<file path="config.mk">
export PLATFORM = sky130hd
export DESIGN_NAME = scg_top
export DESIGN_NICKNAME = d
export VERILOG_FILES = /design/src/hdl/scg_pkg.sv /design/src/hdl/scg_gate_sel.sv /design/src/hdl/scg_top.sv
export VERILOG_INCLUDE_DIRS = /design/src /design/src/hdl
export SDC_FILE = /design/constraint.sdc
export NUM_CORES = 1
export LEC_CHECK = 0
export BUFFER_PORTS_ARGS = -buffer_cell sky130_fd_sc_hd__buf_2
export CAP_MARGIN = 5
export CORE_MARGIN = 10
export CORE_UTILIZATION = 58
export DETAILED_ROUTE_END_ITERATION = 6
export PLACE_DENSITY = 0.8
export SLEW_MARGIN = 20
export SYNTH_ARGS = -nofsm -noshare
export SYNTH_HDL_FRONTEND = slang
export SYNTH_SLANG_ARGS = --single-unit
</file>
<file path="constraint.sdc">
create_clock -name clk_i -period 1.7 [get_ports clk_i]
set_clock_uncertainty 0.15 [all_clocks]
set_input_delay 0.255 -clock clk_i [delete_from_list [all_inputs] [get_ports clk_i]]
set_output_delay 0.255 -clock clk_i [all_outputs]
set_load 0.01 [all_outputs]
</file>
<file path="src/hdl/scg_consts.svh">
// Purpose: Offsets, field positions, reset values for the sleep clock gating select.
// Assumes: Register indices are word addresses on the plain register port.
// Notes: Definitions only.
`ifndef SCG_CONSTS_SVH
`define SCG_CONSTS_SVH
`define SCG_ADDR_CLOCK_CONFIG 4'h0
`define SCG_ADDR_RUN_GATE 4'h1
`define SCG_ADDR_SLEEP_GATE 4'h2
`define SCG_ADDR_DEEP_GATE 4'h3
`define SCG_ADDR_ACTIVE_GATE 4'h4
`define SCG_ACG_BIT 27
`define SCG_CFG_WMASK 32'h0800_0000
`define SCG_CFG_RESET 32'h0000_0000
`define SCG_GATE_RESET 32'h0000_0000
`endif

</file>
<file path="src/hdl/scg_pkg.sv">
// Purpose: Types for the sleep clock gating select.
// Assumes: Power mode arrives as three one-hot codes.
// Notes: Constants live in scg_consts.svh.
package scg_pkg;
    typedef enum logic [2:0] {
        SCG_MODE_RUN = 3'h1,
        SCG_MODE_SLEEP = 3'h2,
        SCG_MODE_DEEP = 3'h4
    } scg_mode_t;
    typedef struct packed {
        logic [3:0] addr;
        logic [31:0] wdata;
        logic wr;
        logic rd;
    } scg_req_t;
endpackage

</file>
<file path="src/hdl/scg_gate_sel.sv">
// Purpose: Combinational choice of the active gating enable set.
// Assumes: Mode is one-hot; an illegal code falls back to the run set.
// Notes: No registers, so the choice follows the mode in the same cycle.
module scg_gate_sel
    import scg_pkg::*;
#(
    parameter int WIDTH = 32
) (
    input wire scg_mode_t mode_i,
    input wire logic auto_i,
    input wire logic [WIDTH-1:0] run_i,
    input wire logic [WIDTH-1:0] sleep_i,
    input wire logic [WIDTH-1:0] deep_i,
    output logic [WIDTH-1:0] sel_o
);
    always_comb begin
        case (mode_i)
            SCG_MODE_SLEEP: sel_o = auto_i ? sleep_i : run_i;
            SCG_MODE_DEEP: sel_o = auto_i ? deep_i : run_i;
            default: sel_o = run_i;
        endcase
    end
endmodule

</file>
<file path="src/hdl/scg_top.sv">
// Purpose: Register file and gate enable output for sleep clock gating select.
// Assumes: Mode input is synchronous to clk_i and one-hot.
// Notes: Gate enables leave through a flip-flop fed from the current mode.
//
// Implementation choices: the strobed register port and the register offsets.
`include "scg_consts.svh"

// Functional notes
// - Auto gating bit 27, read/write, resets 0.
// - Auto set: sleep or deep set used.
// - Auto clear: run set used when sleeping.
// - Run mode always uses run set.
module scg_top
    import scg_pkg::*;
#(
    parameter int WIDTH = 32
) (
    input wire logic clk_i,
    input wire logic rst_n_i,
    input wire logic [3:0] addr_i,
    input wire logic [31:0] wdata_i,
    input wire logic wr_i,
    input wire logic rd_i,
    input wire scg_mode_t mode_i,
    output logic [31:0] rdata_o,
    output logic [WIDTH-1:0] gate_en_o
);
    scg_req_t req;
    logic [31:0] cfg_q;
    logic [WIDTH-1:0] run_q;
    logic [WIDTH-1:0] sleep_q;
    logic [WIDTH-1:0] deep_q;
    logic [WIDTH-1:0] sel_d;
    logic auto_gating_select;

    assign req = '{addr: addr_i, wdata: wdata_i, wr: wr_i, rd: rd_i};
    assign auto_gating_select = cfg_q[`SCG_ACG_BIT];

    // configuration bit storage.
    // Only the auto gating bit is writable here; the neighbouring clock fields live elsewhere.
    always_ff @(posedge clk_i) begin
        if (!rst_n_i) begin
            cfg_q <= `SCG_CFG_RESET;
        end else if (req.wr && req.addr == `SCG_ADDR_CLOCK_CONFIG) begin
            cfg_q <= req.wdata & `SCG_CFG_WMASK;
        end
    end

    always_ff @(posedge clk_i) begin
        if (!rst_n_i) begin
            run_q <= WIDTH'(`SCG_GATE_RESET);
            sleep_q <= WIDTH'(`SCG_GATE_RESET);
            deep_q <= WIDTH'(`SCG_GATE_RESET);
        end else if (req.wr) begin
            case (req.addr)
                `SCG_ADDR_RUN_GATE: run_q <= req.wdata[WIDTH-1:0];
                `SCG_ADDR_SLEEP_GATE: sleep_q <= req.wdata[WIDTH-1:0];
                `SCG_ADDR_DEEP_GATE: deep_q <= req.wdata[WIDTH-1:0];
                default: ;
            endcase
        end
    end

    scg_gate_sel #(
        .WIDTH(WIDTH)
    ) u_sel (
        .mode_i(mode_i),
        .auto_i(auto_gating_select),
        .run_i(run_q),
        .sleep_i(sleep_q),
        .deep_i(deep_q),
        .sel_o(sel_d)
    );

    // Register current choice.
    // The flip-flop is fed from the live mode, so the gate output tracks one edge after it
    // with no extra stage that could leave a stale set in place.
    always_ff @(posedge clk_i) begin
        if (!rst_n_i) begin
            gate_en_o <= WIDTH'(`SCG_GATE_RESET);
        end else begin
            gate_en_o <= sel_d;
        end
    end

    // Unmapped addresses read zero.
    always_ff @(posedge clk_i) begin
        if (!rst_n_i) begin
            rdata_o <= 32'h0000_0000;
        end else if (req.rd) begin
            case (req.addr)
                `SCG_ADDR_CLOCK_CONFIG: rdata_o <= cfg_q;
                `SCG_ADDR_RUN_GATE: rdata_o <= 32'(run_q);
                `SCG_ADDR_SLEEP_GATE: rdata_o <= 32'(sleep_q);
                `SCG_ADDR_DEEP_GATE: rdata_o <= 32'(deep_q);
                `SCG_ADDR_ACTIVE_GATE: rdata_o <= 32'(gate_en_o);
                default: rdata_o <= 32'h0000_0000;
            endcase
        end else begin
            rdata_o <= 32'h0000_0000;
        end
    end

    AST_CFG_RESET: assert property (@(posedge clk_i) !rst_n_i |=> cfg_q == 32'h0)
        else $error("config not cleared by reset");
    AST_CFG_WRITE: assert property (@(posedge clk_i) disable iff (!rst_n_i)
        wr_i && addr_i == 4'h0 |=> auto_gating_select == $past(wdata_i[27]))
        else $error("auto gating bit not written");
    AST_SLEEP_AUTO: assert property (@(posedge clk_i) disable iff (!rst_n_i)
        mode_i == SCG_MODE_SLEEP && auto_gating_select |=> gate_en_o == $past(sleep_q))
        else $error("sleep set not used");
    AST_DEEP_AUTO: assert property (@(posedge clk_i) disable iff (!rst_n_i)
        mode_i == SCG_MODE_DEEP && auto_gating_select |=> gate_en_o == $past(deep_q))
        else $error("deep sleep set not used");
    AST_SLEEP_MANUAL: assert property (@(posedge clk_i) disable iff (!rst_n_i)
        mode_i != SCG_MODE_RUN && !auto_gating_select |=> gate_en_o == $past(run_q))
        else $error("run set not kept in sleep");
    AST_RUN_MODE: assert property (@(posedge clk_i) disable iff (!rst_n_i)
        mode_i == SCG_MODE_RUN |=> gate_en_o == $past(run_q))
        else $error("run set not used in run mode");
    AST_MODE_SWITCH: assert property (@(posedge clk_i) disable iff (!rst_n_i)
        $changed(mode_i) |=> gate_en_o == $past(sel_d))
        else $error("gate output lagged mode change");
    AST_RD_UNMAPPED: assert property (@(posedge clk_i) disable iff (!rst_n_i)
        rd_i && addr_i > 4'h4 |=> rdata_o == 32'h0)
        else $error("unmapped read not zero");
endmodule

</file>
---- After elaboration in Yosys (flattened, before gate mapping) ----
Cells that the tools add are included.
Widths: inputs -> output; s select.
cells by class
  add/subtract/negate cells ............... 0
  $mul .................................... 0
  div/mod/pow operators ................... 0
  magnitude comparators ................... 0
  eq/ne operators ......................... 6
  shifts and indexed selects .............. 0
  mux-type cells .......................... 4
  bitwise gates (word level) .............. 0
  reductions and logical operators ........ 6
operators by type and width
  kind                number
  $pmux 32 s5         1
  $mux 32             2
  $pmux 32 s2         1
  $eq 4x2->1 const B  2
  $reduce_and 2->1    4
  $eq 4x1->1 const B  1
  $eq 4x3->1 const B  1
  $logic_not 4->1     1
  $eq 3x2->1 const B  1
  $eq 3x3->1 const B  1
  $logic_and 1x1->1   1
storage, ports and cells
  bits in registers ....................... 161
  bits in latches ......................... 0
  memory bits (writable) .................. 0
  ROM bits ................................ 0
  output and inout port bits .............. 64
  logic and storage cells ................. 22
  memories ................................ 0

---- Depth between registers and ports, before layout ----
Gate-level depths: netlist of run 1.
  word-level depth ........................ 2
  gate-level depth with buffers ........... 6
  depth with buffers taken out ............ 3

---- Hierarchy ----
A second synthesis of run 1 with hierarchy kept.
unflattened totals
  cell total of the unflattened synthesis .. 856
  area total of the unflattened synthesis .. 7372.1 um^2
by module, submodules not included
  module        instances  cells each  area an instance (um^2)
  scg_top       1          746         6767.7
  scg_gate_sel  1          110         604.3

---- Worst setup path before layout of run 1 ----
OpenSTA, ideal clock, no wires.
  kind .................................... input to register
  start ................................... in mode_i[0]
  end ..................................... reg gate_en_o[22]
  setup time .............................. 0.115 ns
  arrival time ............................ 1.244 ns
  data required time ...................... 1.435 ns
  setup slack ............................. 0.191 ns
  cell stages on the path ................. 5
  path buffers ............................ 2
  cells stage by stage .................... or3b_1 clkbuf_1 buf_2 and3_1 o21a_1
between the ends
  word-level cells in the longest chain between the ends .. 2
  elaborated cells between the ends (all ways) .. 3
  those cells by class .................... 2 x eq/ne; 1 x mux
ends and longest elaborated chain
  element                                          line                text
  from (decl)                                      scg_top.sv:24       input wire scg_mode_t mode_i,
  $eq 3x3->1 / $eq 3x2->1 (equally long branches)  scg_gate_sel.sv:17  case (mode_i)
  $pmux 32 s2 *                                    scg_gate_sel.sv:17
  to (signal assigned)                             scg_top.sv:80       gate_en_o <= WIDTH'(`SCG_GATE_RESET);
  to (signal assigned)                             scg_top.sv:82       gate_en_o <= sel_d;
  to (decl)                                        scg_top.sv:26       output logic [WIDTH-1:0] gate_en_o
Every way passes the cells marked *; elsewhere a longest branch is shown, timed or not.
A chain may end at the register's enable or synchronous reset.

---- Final worst setup path of run 1 ----
  start ................................... reg cfg_q[27]
  end ..................................... reg gate_en_o[16]
between the ends
  word-level cells in the longest chain between the ends .. 2
  elaborated cells between the ends (all ways) .. 3
  those cells by class .................... 3 x mux
ends and longest elaborated chain
  element                            line                                    text
  from (decl)                        scg_top.sv:29                           logic [31:0] cfg_q;
  from (signal assigned)             scg_top.sv:43                           cfg_q <= `SCG_CFG_RESET;
  from (signal assigned)             scg_top.sv:45                           cfg_q <= req.wdata & `SCG_CFG_WMASK;
  $mux 32, on equally long branches  scg_gate_sel.sv:19, scg_gate_sel.sv:18
  $pmux 32 s2 *                      scg_gate_sel.sv:17
Marks and branches as above.

==> run_results.csv, run 1 <==
group,metric,value,unit
grt,grt_pass1_vias,7159,
logic_synthesis,synthAdderAreaFrac,0,%
clocking,cts_tree,"yes",
layout,final_cells,1190,
logic_synthesis,synth_top_family_by_area,"compound AO/OA/AOI/OAI gates",
logic_synthesis,ys_types,38,
worst_setup_path,start_kind,"flop",
floorplanning,initial_core_util,59.8,%
logic_synthesis,ys_seq_area_share,40.4,%
routing,drt_wl_total,23.2,mm
pwr,combPwrFrac,8.6,%
grt,grt_max_degree,63,
worst_setup_path,r2r_slack,0.12,ns
grt,grtUsageTotal,24.5,%
logic_synthesis,synth_nets,942,
routing,ant_nets,0,
routing,drc,0,
worst_setup_path,r2r_end,"gate_en_o[16]$_SDFF_PN0_",
pwr,pwr-share-clk,45.8,%
placement,detailedPlace.worstSlack,-0.0384,ns
logic_synthesis,synth_edf_count,0,
logic_synthesis,synthSimpleGateAreaFrac,17.2,%
routing,post_drt_wl_per_cell,19.5,um
sta,setup_violations,0,
routing,dr.first_iter.drc_count,789,
layout,fillers,1083,
clocking,clk_path_buf_depth,2,
logic_synthesis,ys_top_cells_by_area,"dfxtp_1, mux2i_1, and3b_1",
sta,clock.fmax,634,MHz
sta,drv_slew,0,
worst_setup_path,cp_slowest_cell,"dfxtp_4",
routing,via_count,7521,
layout,final_nets,1043,
placement,portBuffers,106,
clocking,numCtsBuffers,17,
logic_synthesis,netlist_area,7990,um2
worst_hold_path,min-delay-start,"rd_i",
floorplanning,dieArea,18900,um2
worst_setup_path,reg2reg_depth,4,
worst_hold_path,hold_path.class,"in2reg",
pwr,p_switching,0.00193,W
placement,dp_hpwl,14.5,mm
pwr,sw_frac_of_total,22.9,%
clocking,postCtsSetupBuffers,0,
pwr,p_int,0.00650,W
pwr,leakagePower,3.74,nW
worst_setup_path,critPathArrivalTime,1.75,ns
worst_setup_path,regToRegStartpoint,"cfg_q[27]$_SDFFE_PN0P_",
worst_setup_path,crit_family,"flip-flops",
sta,fin_crit,1.58,ns
worst_hold_path,hold_end,"rdata_o[27]$_SDFF_PN0_",
layout,final_util,72.8,%
logic_synthesis,netlist_instances,899,
floorplanning,die_x,137,um
worst_setup_path,cp.required,1.87,ns
clocking,clk_pin_slew,0.06,ns
sta,post-route-period-util,92.8,%
flow_run,drv_cap,0,
worst_setup_path,cp_num_buf_inv,1,
worst_setup_path,path_cells,"buf_12 > mux2i_1 > o22ai_1 > o21a_1",
routing,drt_first_pass_iters,6,
logic_synthesis,synth_compound_area_share,28.0,%
placement,dp.cells,1125,
sta,final_hold_viol_count,0,
logic_synthesis,ys_warn_count,0,
clocking,cts_sinks,161,
logic_synthesis,avgSynthCellArea,8.88,um2
sta,timing.hold.ws,0.0631,ns
clocking,cts_resized,0,
grt,antenna_found_initial,1,
logic_synthesis,muxShareOfSynthArea,7.91,%
grt,overflow,0,
clocking,root_buffer,"clkbuf_16",
worst_hold_path,holdPathStages,3,
logic_synthesis,async_reset_ff_share,0,%
logic_synthesis,synth_top_area_share,40.4,%
worst_setup_path,critPathCaptureType,"flop",
sta,rsz0062_at_grt,"no",
sta,timing.final.ws_setup,0.123,ns
floorplanning,num_io_pins,107,
floorplanning,dieHeight,137,um
worst_setup_path,cp_max_fo,19,
clocking,htree_levels,4,
sta,tightest_slew,0.451,ns
pwr,ir_worst_vdd,0.739,mV
logic_synthesis,ys.flop_type,"dfxtp_1",
logic_synthesis,ys_seq_elements,161,
routing,routed_via_density,6.32,
status,status,"completed",
clocking,clk_latency,0.42,ns
layout,drive_above_1_share,19.2,%
floorplanning,row_count,42,
floorplanning,core-area,13300,um2
layout,area_growth,21.6,%
pwr,p_seq_share,45.6,%
logic_synthesis,synthXorXnorAreaFrac,0.110,%
pwr,p_per_area,867,nW/um2
worst_setup_path,critical_path_class,"reg2reg",
sta,relSlewSlack,69.9,%
logic_synthesis,yosysTopAreaCell,"dfxtp_1",
placement,gp_congestion,0.822,
grt,grt_pass1_wl,37.4,mm
worst_setup_path,slowest_delay,0.50,ns
## worst max path at each step
stage	start	end	slack, ns	cells after the start
global placement	mode_i[0]	gate_en_o[18]$_SDFF_PN0_	-0.01	5
detailed placement	mode_i[0]	gate_en_o[7]$_SDFF_PN0_	-0.04	5
floorplan	mode_i[0]	gate_en_o[22]$_SDFF_PN0_	0.19	5
global route	cfg_q[27]$_SDFFE_PN0P_	gate_en_o[16]$_SDFF_PN0_	0.06	4
CTS	cfg_q[27]$_SDFFE_PN0P_	gate_en_o[16]$_SDFF_PN0_	0.15	4
finish	cfg_q[27]$_SDFFE_PN0P_	gate_en_o[16]$_SDFF_PN0_	0.12	4
## Yosys cell counts, types with 2 or more instances
cell type,n
clkbuf_1,59
nand3b_1,4
a21oi_1,29
nand2b_1,2
o21ai_0,78
o21ai_1,50
buf_2,36
mux2i_1,62
o21a_1,31
a21oi_2,2
a21boi_0,54
buf_6,8
a21boi_1,44
and3b_1,62
buf_1,2
nor2_1,3
dfxtp_1,161
o22ai_1,31
a22oi_1,31
and3_1,31
a211o_1,2
nand3_1,99
or3b_1,3
## area by class of cell
type	instances	area, um2	area share (%)
Antenna cell	1	2.50	0.0258
Tap cell	176	220	2.27
Inverter	1	3.75	0.0386
Multi-Input combinational cell	631	4300	44.2
Clock inverter	4	70.1	0.721
Clock buffer	28	527	5.42
Sequential cell	161	3230	33.2
Timing Repair Buffer	188	1370	14.1
## kinds of logic after synthesis
kind of cell,Yosys count
compound gates,355
xor+xnor,1
buf+inv,107
flops,161
mux,63
simple gates,212
## flip-flops by register name (all words and copies together) (netlist names)
name	count
run_q	32
deep_q	32
gate_en_o	32
rdata_o	32
sleep_q	32
cfg_q	1
## cell usage in the layout (no fill, tap or decap), types with 4 or more instances in the layout
| cell | netlist | layout |
|---|---|---|
| dfxtp_1 | 161 | 160 |
| buf_2 | 36 | 105 |
| nand3_1 | 99 | 99 |
| o21ai_0 | 78 | 78 |
| mux2i_1 | 62 | 62 |
| and3b_1 | 62 | 62 |
| a21boi_0 | 54 | 54 |
| o21ai_1 | 50 | 50 |
| a21boi_1 | 44 | 44 |
| buf_4 | 0 | 40 |
| dlygate4sd3_1 | 0 | 32 |
| and3_1 | 31 | 31 |
| o22ai_1 | 31 | 31 |
| o21a_1 | 31 | 31 |
| a22oi_1 | 31 | 31 |
| a21oi_1 | 29 | 29 |
| clkbuf_16 | 0 | 17 |
| buf_12 | 0 | 11 |
| clkbuf_8 | 0 | 6 |
| clkbuf_1 | 59 | 5 |
| nand3b_1 | 4 | 4 |
## worst reg2reg max path: cells and delay by family, from the launching register on
| kind | cells | cell delay (ns) |
|---|---|---|
| flip-flops | 1 | 0.50 |
| multiplexers | 1 | 0.29 |
| buffers and inverters | 1 | 0.22 |
| AO/OA/AOI/OAI | 2 | 0.31 |
## per-stage QoR
stage | cell area (um2) | power, W | setup TNS [ns]
after global routing | 9710 | 0.00868 | 0
after detailed placement | 8790 | 0.00457 | -0.924
after floorplan | 7990 | 0.00429 | 0
after global placement | 8790 | 0.00456 | -0.295
final | 9710 | 0.00842 | 0
after CTS | 9710 | 0.00843 | 0
## power groups by stage
| stage | clock (W) | sequential, W | combinational, W |
|---|---|---|---|
| 2_1_floorplan | 0 | 0.00391 | 0.000373 |
| 3_3_place_gp | 0 | 0.00392 | 0.000643 |
| 3_5_place_dp | 0 | 0.00392 | 0.000652 |
| 4_1_cts | 0.00388 | 0.00384 | 0.000712 |
| 5_1_grt | 0.00407 | 0.00384 | 0.000774 |
| 6_report | 0.00386 | 0.00384 | 0.000728 |
## routing by layer
| metal | track usage [%] | routed length (um) | vias up |
|---|---|---|---|
| li1 | - | - | 3519 |
| met1 | 31.7 | 9780 | 3618 |
| met2 | 39.1 | 11000 | 337 |
| met3 | 5.21 | 1980 | 47 |
| met4 | 9.31 | 496 | 0 |
| met5 | 0 | 0 | - |
## what timing repair did
| action | 4_1_cts | 5_1_grt |
|---|---|---|
| setup endpoints to repair | 0 | 0 |
| endpoints found under the hold margin | 96 | 0 |
| hold buffers | 32 | 0 |
Note: power is estimated with default switching activity, not from simulation.
==> inputs of run 2 (changes only) <==
--- a/config.mk
+++ b/config.mk
@@ -11,7 +11,8 @@
 export CORE_MARGIN = 10
 export CORE_UTILIZATION = 58
 export DETAILED_ROUTE_END_ITERATION = 6
-export PLACE_DENSITY = 0.8
+export PLACE_DENSITY_LB_ADDON = 0.3
+export REMOVE_ABC_BUFFERS = 1
 export SLEW_MARGIN = 20
 export SYNTH_ARGS = -nofsm -noshare
 export SYNTH_HDL_FRONTEND = slang
==> run_results.csv, run 2 (synthesis results as in run 1) <==
group,metric,value,unit
status,status,"complete, but fails checks",
status,violations,"design-rule violations",
layout,final_nets,1046,
floorplanning,initial_core_util,59.8,%
clocking,clk_latency,0.44,ns
pwr,ir_worst_vdd,1.10,mV
worst_setup_path,reg2reg_depth,4,
worst_hold_path,hold_end,"gate_en_o[30]$_SDFF_PN0_",
placement,dp.cells,1128,
layout,layout_commonest_cell,"dfxtp_1",
worst_setup_path,cp.required,1.88,ns
routing,via_count,7716,
routing,ant_nets,0,
placement,dp_hpwl,14.5,mm
grt,grt_pass1_vias,7476,
clocking,cts_resized,0,
sta,clock.fmax,653,MHz
worst_hold_path,min-delay-start,"mode_i[0]",
floorplanning,row_count,42,
floorplanning,core-area,13300,um2
placement,placed_area,8870,um2
worst_setup_path,path_cells,"buf_12 > mux2i_1 > o22ai_1 > o21a_1",
worst_setup_path,crit_family,"flip-flops",
worst_setup_path,cp_num_buf_inv,1,
sta,relSlewSlack,65.1,%
grt,grt_max_degree,64,
placement,gp_congestion,0.867,
sta,post-route-period-util,90.1,%
clocking,cts_hold_buf,32,
worst_setup_path,regToRegStartpoint,"cfg_q[27]$_SDFFE_PN0P_",
grt,overflow,0,
layout,drive_above_1_share,20.0,%
routing,drt_first_pass_iters,7,
floorplanning,die_x,137,um
sta,setup_violations,0,
floorplanning,num_io_pins,107,
clocking,root_buffer,"clkbuf_16",
floorplanning,dieArea,18900,um2
worst_setup_path,slowest_delay,0.37,ns
layout,final_cell_mix,"dfxtp_1, buf_2, nand3_1, o21ai_0",
layout,final_cells,1193,
sta,timing.hold.ws,0.0530,ns
worst_setup_path,critPathArrivalTime,1.71,ns
routing,dr.first_iter.drc_count,838,
worst_setup_path,critical_path_class,"reg2reg",
worst_hold_path,holdPathStages,4,
worst_setup_path,startpoint,"cfg_q[27]$_SDFFE_PN0P_",
worst_setup_path,r2r_slack,0.17,ns
layout,fillers,999,
layout,finalInstanceArea,9770,um2
pwr,p_per_area,861,nW/um2
routing,drt_wl_total,24.4,mm
grt,antenna_found_initial,1,
sta,drv_slew,0,
worst_setup_path,cp_slowest_cell,"dfxtp_4",
layout,area_growth,22.3,%
sta,final_hold_viol_count,0,
clocking,clk_pin_slew,0.06,ns
sta,fin_crit,1.53,ns
grt,grtUsageTotal,25.4,%
clocking,cts_sinks,161,
clocking,htree_levels,4,
flow_run,drv_cap,0,
sta,rsz0062_at_grt,"no",
grt,grt_pass1_wl,38.4,mm
clocking,cts_tree,"yes",
clocking,postCtsSetupBuffers,0,
worst_setup_path,r2r_end,"gate_en_o[13]$_SDFF_PN0_",
clocking,clk_path_buf_depth,2,
routing,routed_via_density,6.47,
worst_hold_path,hold_path.class,"in2reg",
sta,tightest_slew,0.523,ns
floorplanning,dieHeight,137,um
clocking,numCtsBuffers,17,
placement,portBuffers,106,
pwr,leakagePower,3.76,nW
routing,post_drt_wl_per_cell,20.4,um
layout,final_util,73.2,%
worst_setup_path,cp_max_fo,40,
worst_setup_path,critPathCaptureType,"flop",
worst_setup_path,start_kind,"flop",
routing,drc,5,
## run 2: tightest hold or removal path, delay by kind of cell
kind	cells	cell delay, ns
buf+inv	2	0.19
compound gates	2	0.14
## run 2: metal layers
| metal | GRT usage (%) | vias to the layer above | part of all wire [%] |
|---|---|---|---|
| met5 | 0 | - | 0 |
| met3 | 6.85 | 41 | 10 |
| met2 | 41.3 | 449 | 47 |
| met1 | 32.0 | 3693 | 41 |
| met4 | 8.20 | 0 | 1.5 |
| li1 | - | 3533 | - |
## run 2: worst max-delay path by stage
stage	slack, ns	cells past startpoint	endpoint
5_1_grt	0.14	4	gate_en_o[13]$_SDFF_PN0_
4_1_cts	0.18	4	gate_en_o[13]$_SDFF_PN0_
2_1_floorplan	-4.46	3	run_q[0]$_SDFFE_PN0P_
6_report	0.17	4	gate_en_o[13]$_SDFF_PN0_
3_3_place_gp	-0.02	5	gate_en_o[13]$_SDFF_PN0_
3_5_place_dp	-0.06	5	run_q[29]$_SDFFE_PN0P_
## run 2: area by class of cell
| class | instances | area [um2] | share of cell area [%] |
|---|---|---|---|
| multi-input combinational | 631 | 4300 | 44.0 |
| sequential | 161 | 3230 | 33.0 |
| timing repair buffer | 191 | 1440 | 14.7 |
| clock buffer | 19 | 443 | 4.53 |
| tap | 176 | 220 | 2.25 |
| clock inverter | 13 | 136 | 1.40 |
| inverter | 1 | 3.75 | 0.0384 |
| antenna | 1 | 2.50 | 0.0256 |
## run 2: per-stage QoR
stage | power [W] | worst slack, ns | setup TNS (ns)
floorplan | 0.00417 | -4.46 | -524.80
global placement | 0.00460 | -0.0212 | -0.535
detailed placement | 0.00461 | -0.0567 | -1.07
CTS | 0.00839 | 0.183 | 0
global route | 0.00862 | 0.139 | 0
finish | 0.00841 | 0.169 | 0
## run 2: where the power goes
| group | leakage [nW] | internal (W) | switching (W) |
|---|---|---|---|
| sequential | 1.30 | 0.00381 | 0.0000290 |
| combinational | 2.18 | 0.000310 | 0.000459 |
| clock | 0.283 | 0.00220 | 0.00161 |
| total | 3.76 | 0.00632 | 0.00209 |
==> inputs of run 3 (changes only) <==
--- a/config.mk
+++ b/config.mk
@@ -8,8 +8,10 @@
 export LEC_CHECK = 0
 export BUFFER_PORTS_ARGS = -buffer_cell sky130_fd_sc_hd__buf_2
 export CAP_MARGIN = 5
+export CELL_PAD_IN_SITES_DETAIL_PLACEMENT = 0
+export CELL_PAD_IN_SITES_GLOBAL_PLACEMENT = 1
 export CORE_MARGIN = 10
-export CORE_UTILIZATION = 58
+export CORE_UTILIZATION = 44
 export DETAILED_ROUTE_END_ITERATION = 6
 export PLACE_DENSITY_LB_ADDON = 0.3
 export REMOVE_ABC_BUFFERS = 1
@@ -17,3 +19,4 @@
 export SYNTH_ARGS = -nofsm -noshare
 export SYNTH_HDL_FRONTEND = slang
 export SYNTH_SLANG_ARGS = --single-unit
+export TNS_END_PERCENT = 100
==> constraint.sdc (replaced) <==
create_clock -name clk_i -period 1.5 [get_ports clk_i]
set_clock_uncertainty 0.15 [all_clocks]
set_input_delay 0.225 -clock clk_i [delete_from_list [all_inputs] [get_ports clk_i]]
set_output_delay 0.225 -clock clk_i [all_outputs]
set_load 0.01 [all_outputs]
==> run_results.csv, run 3 (synthesis results as in run 1) <==
group,metric,value,unit
worst_setup_path,critPathArrivalTime,1.65,ns
floorplanning,core-area,17900,um2
pwr,p_seq_share,45.2,%
worst_setup_path,cp_max_fo,12,
pwr,pwr-share-clk,45.1,%
routing,ant_nets,0,
placement,portBuffers,106,
clocking,cts_sinks,161,
floorplanning,initial_core_util,44.6,%
routing,routed_via_density,5.84,
clocking,numCtsBuffers,17,
pwr,p_per_area,947,nW/um2
worst_hold_path,hold_path.class,"in2reg",
clocking,clk_pin_slew,0.06,ns
routing,post_drt_wl_per_cell,20.0,um
layout,drive_above_1_share,21.3,%
pwr,combPwrFrac,9.6,%
grt,grt_pass1_wl,39.7,mm
layout,final_cells,1259,
sta,timing.final.ws_setup,0.0231,ns
pwr,p_switching,0.00235,W
sta,clock.fmax,677,MHz
grt,grt_max_degree,90,
clocking,clk_latency,0.42,ns
layout,area_growth,27.1,%
status,status,"completed",
worst_setup_path,start_kind,"flop",
grt,overflow,0,
routing,drc,0,
sta,final_hold_viol_count,0,
grt,grtUsageTotal,20.4,%
pwr,sw_frac_of_total,24.4,%
layout,antenna_cells,0,
floorplanning,die_x,155,um
placement,detailedPlace.worstSlack,-0.251,ns
sta,drv_slew,0,
worst_setup_path,critPathCaptureType,"flop",
worst_setup_path,critical_path_class,"reg2reg",
clocking,clk_path_buf_depth,2,
layout,final_util,56.7,%
placement,dp_hpwl,15.6,mm
pwr,p_int,0.00726,W
floorplanning,dieHeight,155,um
sta,setup_violations,0,
grt,grt_pass1_vias,7051,
floorplanning,num_io_pins,107,
routing,drt_wl_total,25.2,mm
clocking,cts_tree,"yes",
routing,dr.first_iter.drc_count,502,
worst_setup_path,cp.required,1.67,ns
placement,gp_congestion,0.761,
layout,layout_commonest_cell,"dfxtp_1",
clocking,htree_levels,4,
sta,tightest_slew,0.375,ns
layout,final_cell_mix,"dfxtp_1, buf_2, nand3_1, o21ai_0",
sta,post-route-period-util,98.5,%
floorplanning,row_count,49,
placement,placed_area,9160,um2
floorplanning,dieArea,23900,um2
grt,antenna_found_initial,0,
flow_run,drv_cap,0,
sta,fin_crit,1.48,ns
pwr,leakagePower,3.89,nW
routing,via_count,7355,
pwr,ir_worst_vdd,0.830,mV
placement,dp.cells,1190,
clocking,root_buffer,"clkbuf_16",
routing,drt_first_pass_iters,5,
layout,final_nets,1060,
sta,timing.hold.ws,0.0407,ns
sta,rsz0062_at_grt,"yes",
sta,relSlewSlack,75.0,%
layout,finalInstanceArea,10100,um2
## run 3: power by group through the flow
stage                     clock, W  combinational [W]  sequential [W]
after global placement           0           0.000846         0.00444
after floorplan                  0           0.000286         0.00444
after global routing       0.00456           0.000988         0.00435
final                      0.00434           0.000926         0.00435
after CTS                  0.00438           0.000914         0.00435
after detailed placement         0           0.000848         0.00444
## run 3: critical path: stages, from the launching register on
cell and delay, ns:
dfxtp_4 0.44, buf_12 0.14, clkbuf_16 0.18, mux2i_1 0.20, o22ai_1 0.09, o21a_1 0.17
## run 3: final cells by class
class                   instances  area (um2)
fillers                      1685        7750
multi-input cells             631        4300
flip-flops and latches        161        3230
repair buffers                205        1740
clock buffers                  24         513
well taps                     229         287
clock inverters                 8        75.1
inverters                       1        3.75
## run 3: final timing paths
kind | from | end | slack [ns] | cells after the start
setup / recovery | cfg_q[27]$_SDFFE_PN0P_ | gate_en_o[1]$_SDFF_PN0_ | 0.02 | 5
hold / removal | mode_i[0] | gate_en_o[30]$_SDFF_PN0_ | 0.04 | 4
setup reg to reg | cfg_q[27]$_SDFFE_PN0P_ | gate_en_o[1]$_SDFF_PN0_ | 0.02 | 5
hold reg to reg | sleep_q[9]$_SDFFE_PN0P_ | sleep_q[9]$_SDFFE_PN0P_ | 0.34 | 2
## run 3: layer usage
metal / routed length [um] / vias up / GRT usage (%)
met2: 11700 / 212 / 31.8
met5: 0 / - / 0
met4: 201 / 0 / 4.63
met3: 1350 / 15 / 3.72
met1: 12000 / 3565 / 28.4
li1: - / 3563 / -
## run 3: stage by stage
step / setup TNS [ns] / total power (W)
6_report: 0 / 0.00961
5_1_grt: -0.0582 / 0.00990
4_1_cts: 0 / 0.00964
3_5_place_dp: -24.27 / 0.00529
3_3_place_gp: -22.82 / 0.00529
2_1_floorplan: -553.16 / 0.00473
## run 3: timing repair
item	in CTS	in global routing
setup endpoints to repair	0	7
buffers inserted	0	3
endpoints found under the hold margin	97	0
hold buffers	32	0
resized for setup	0	1
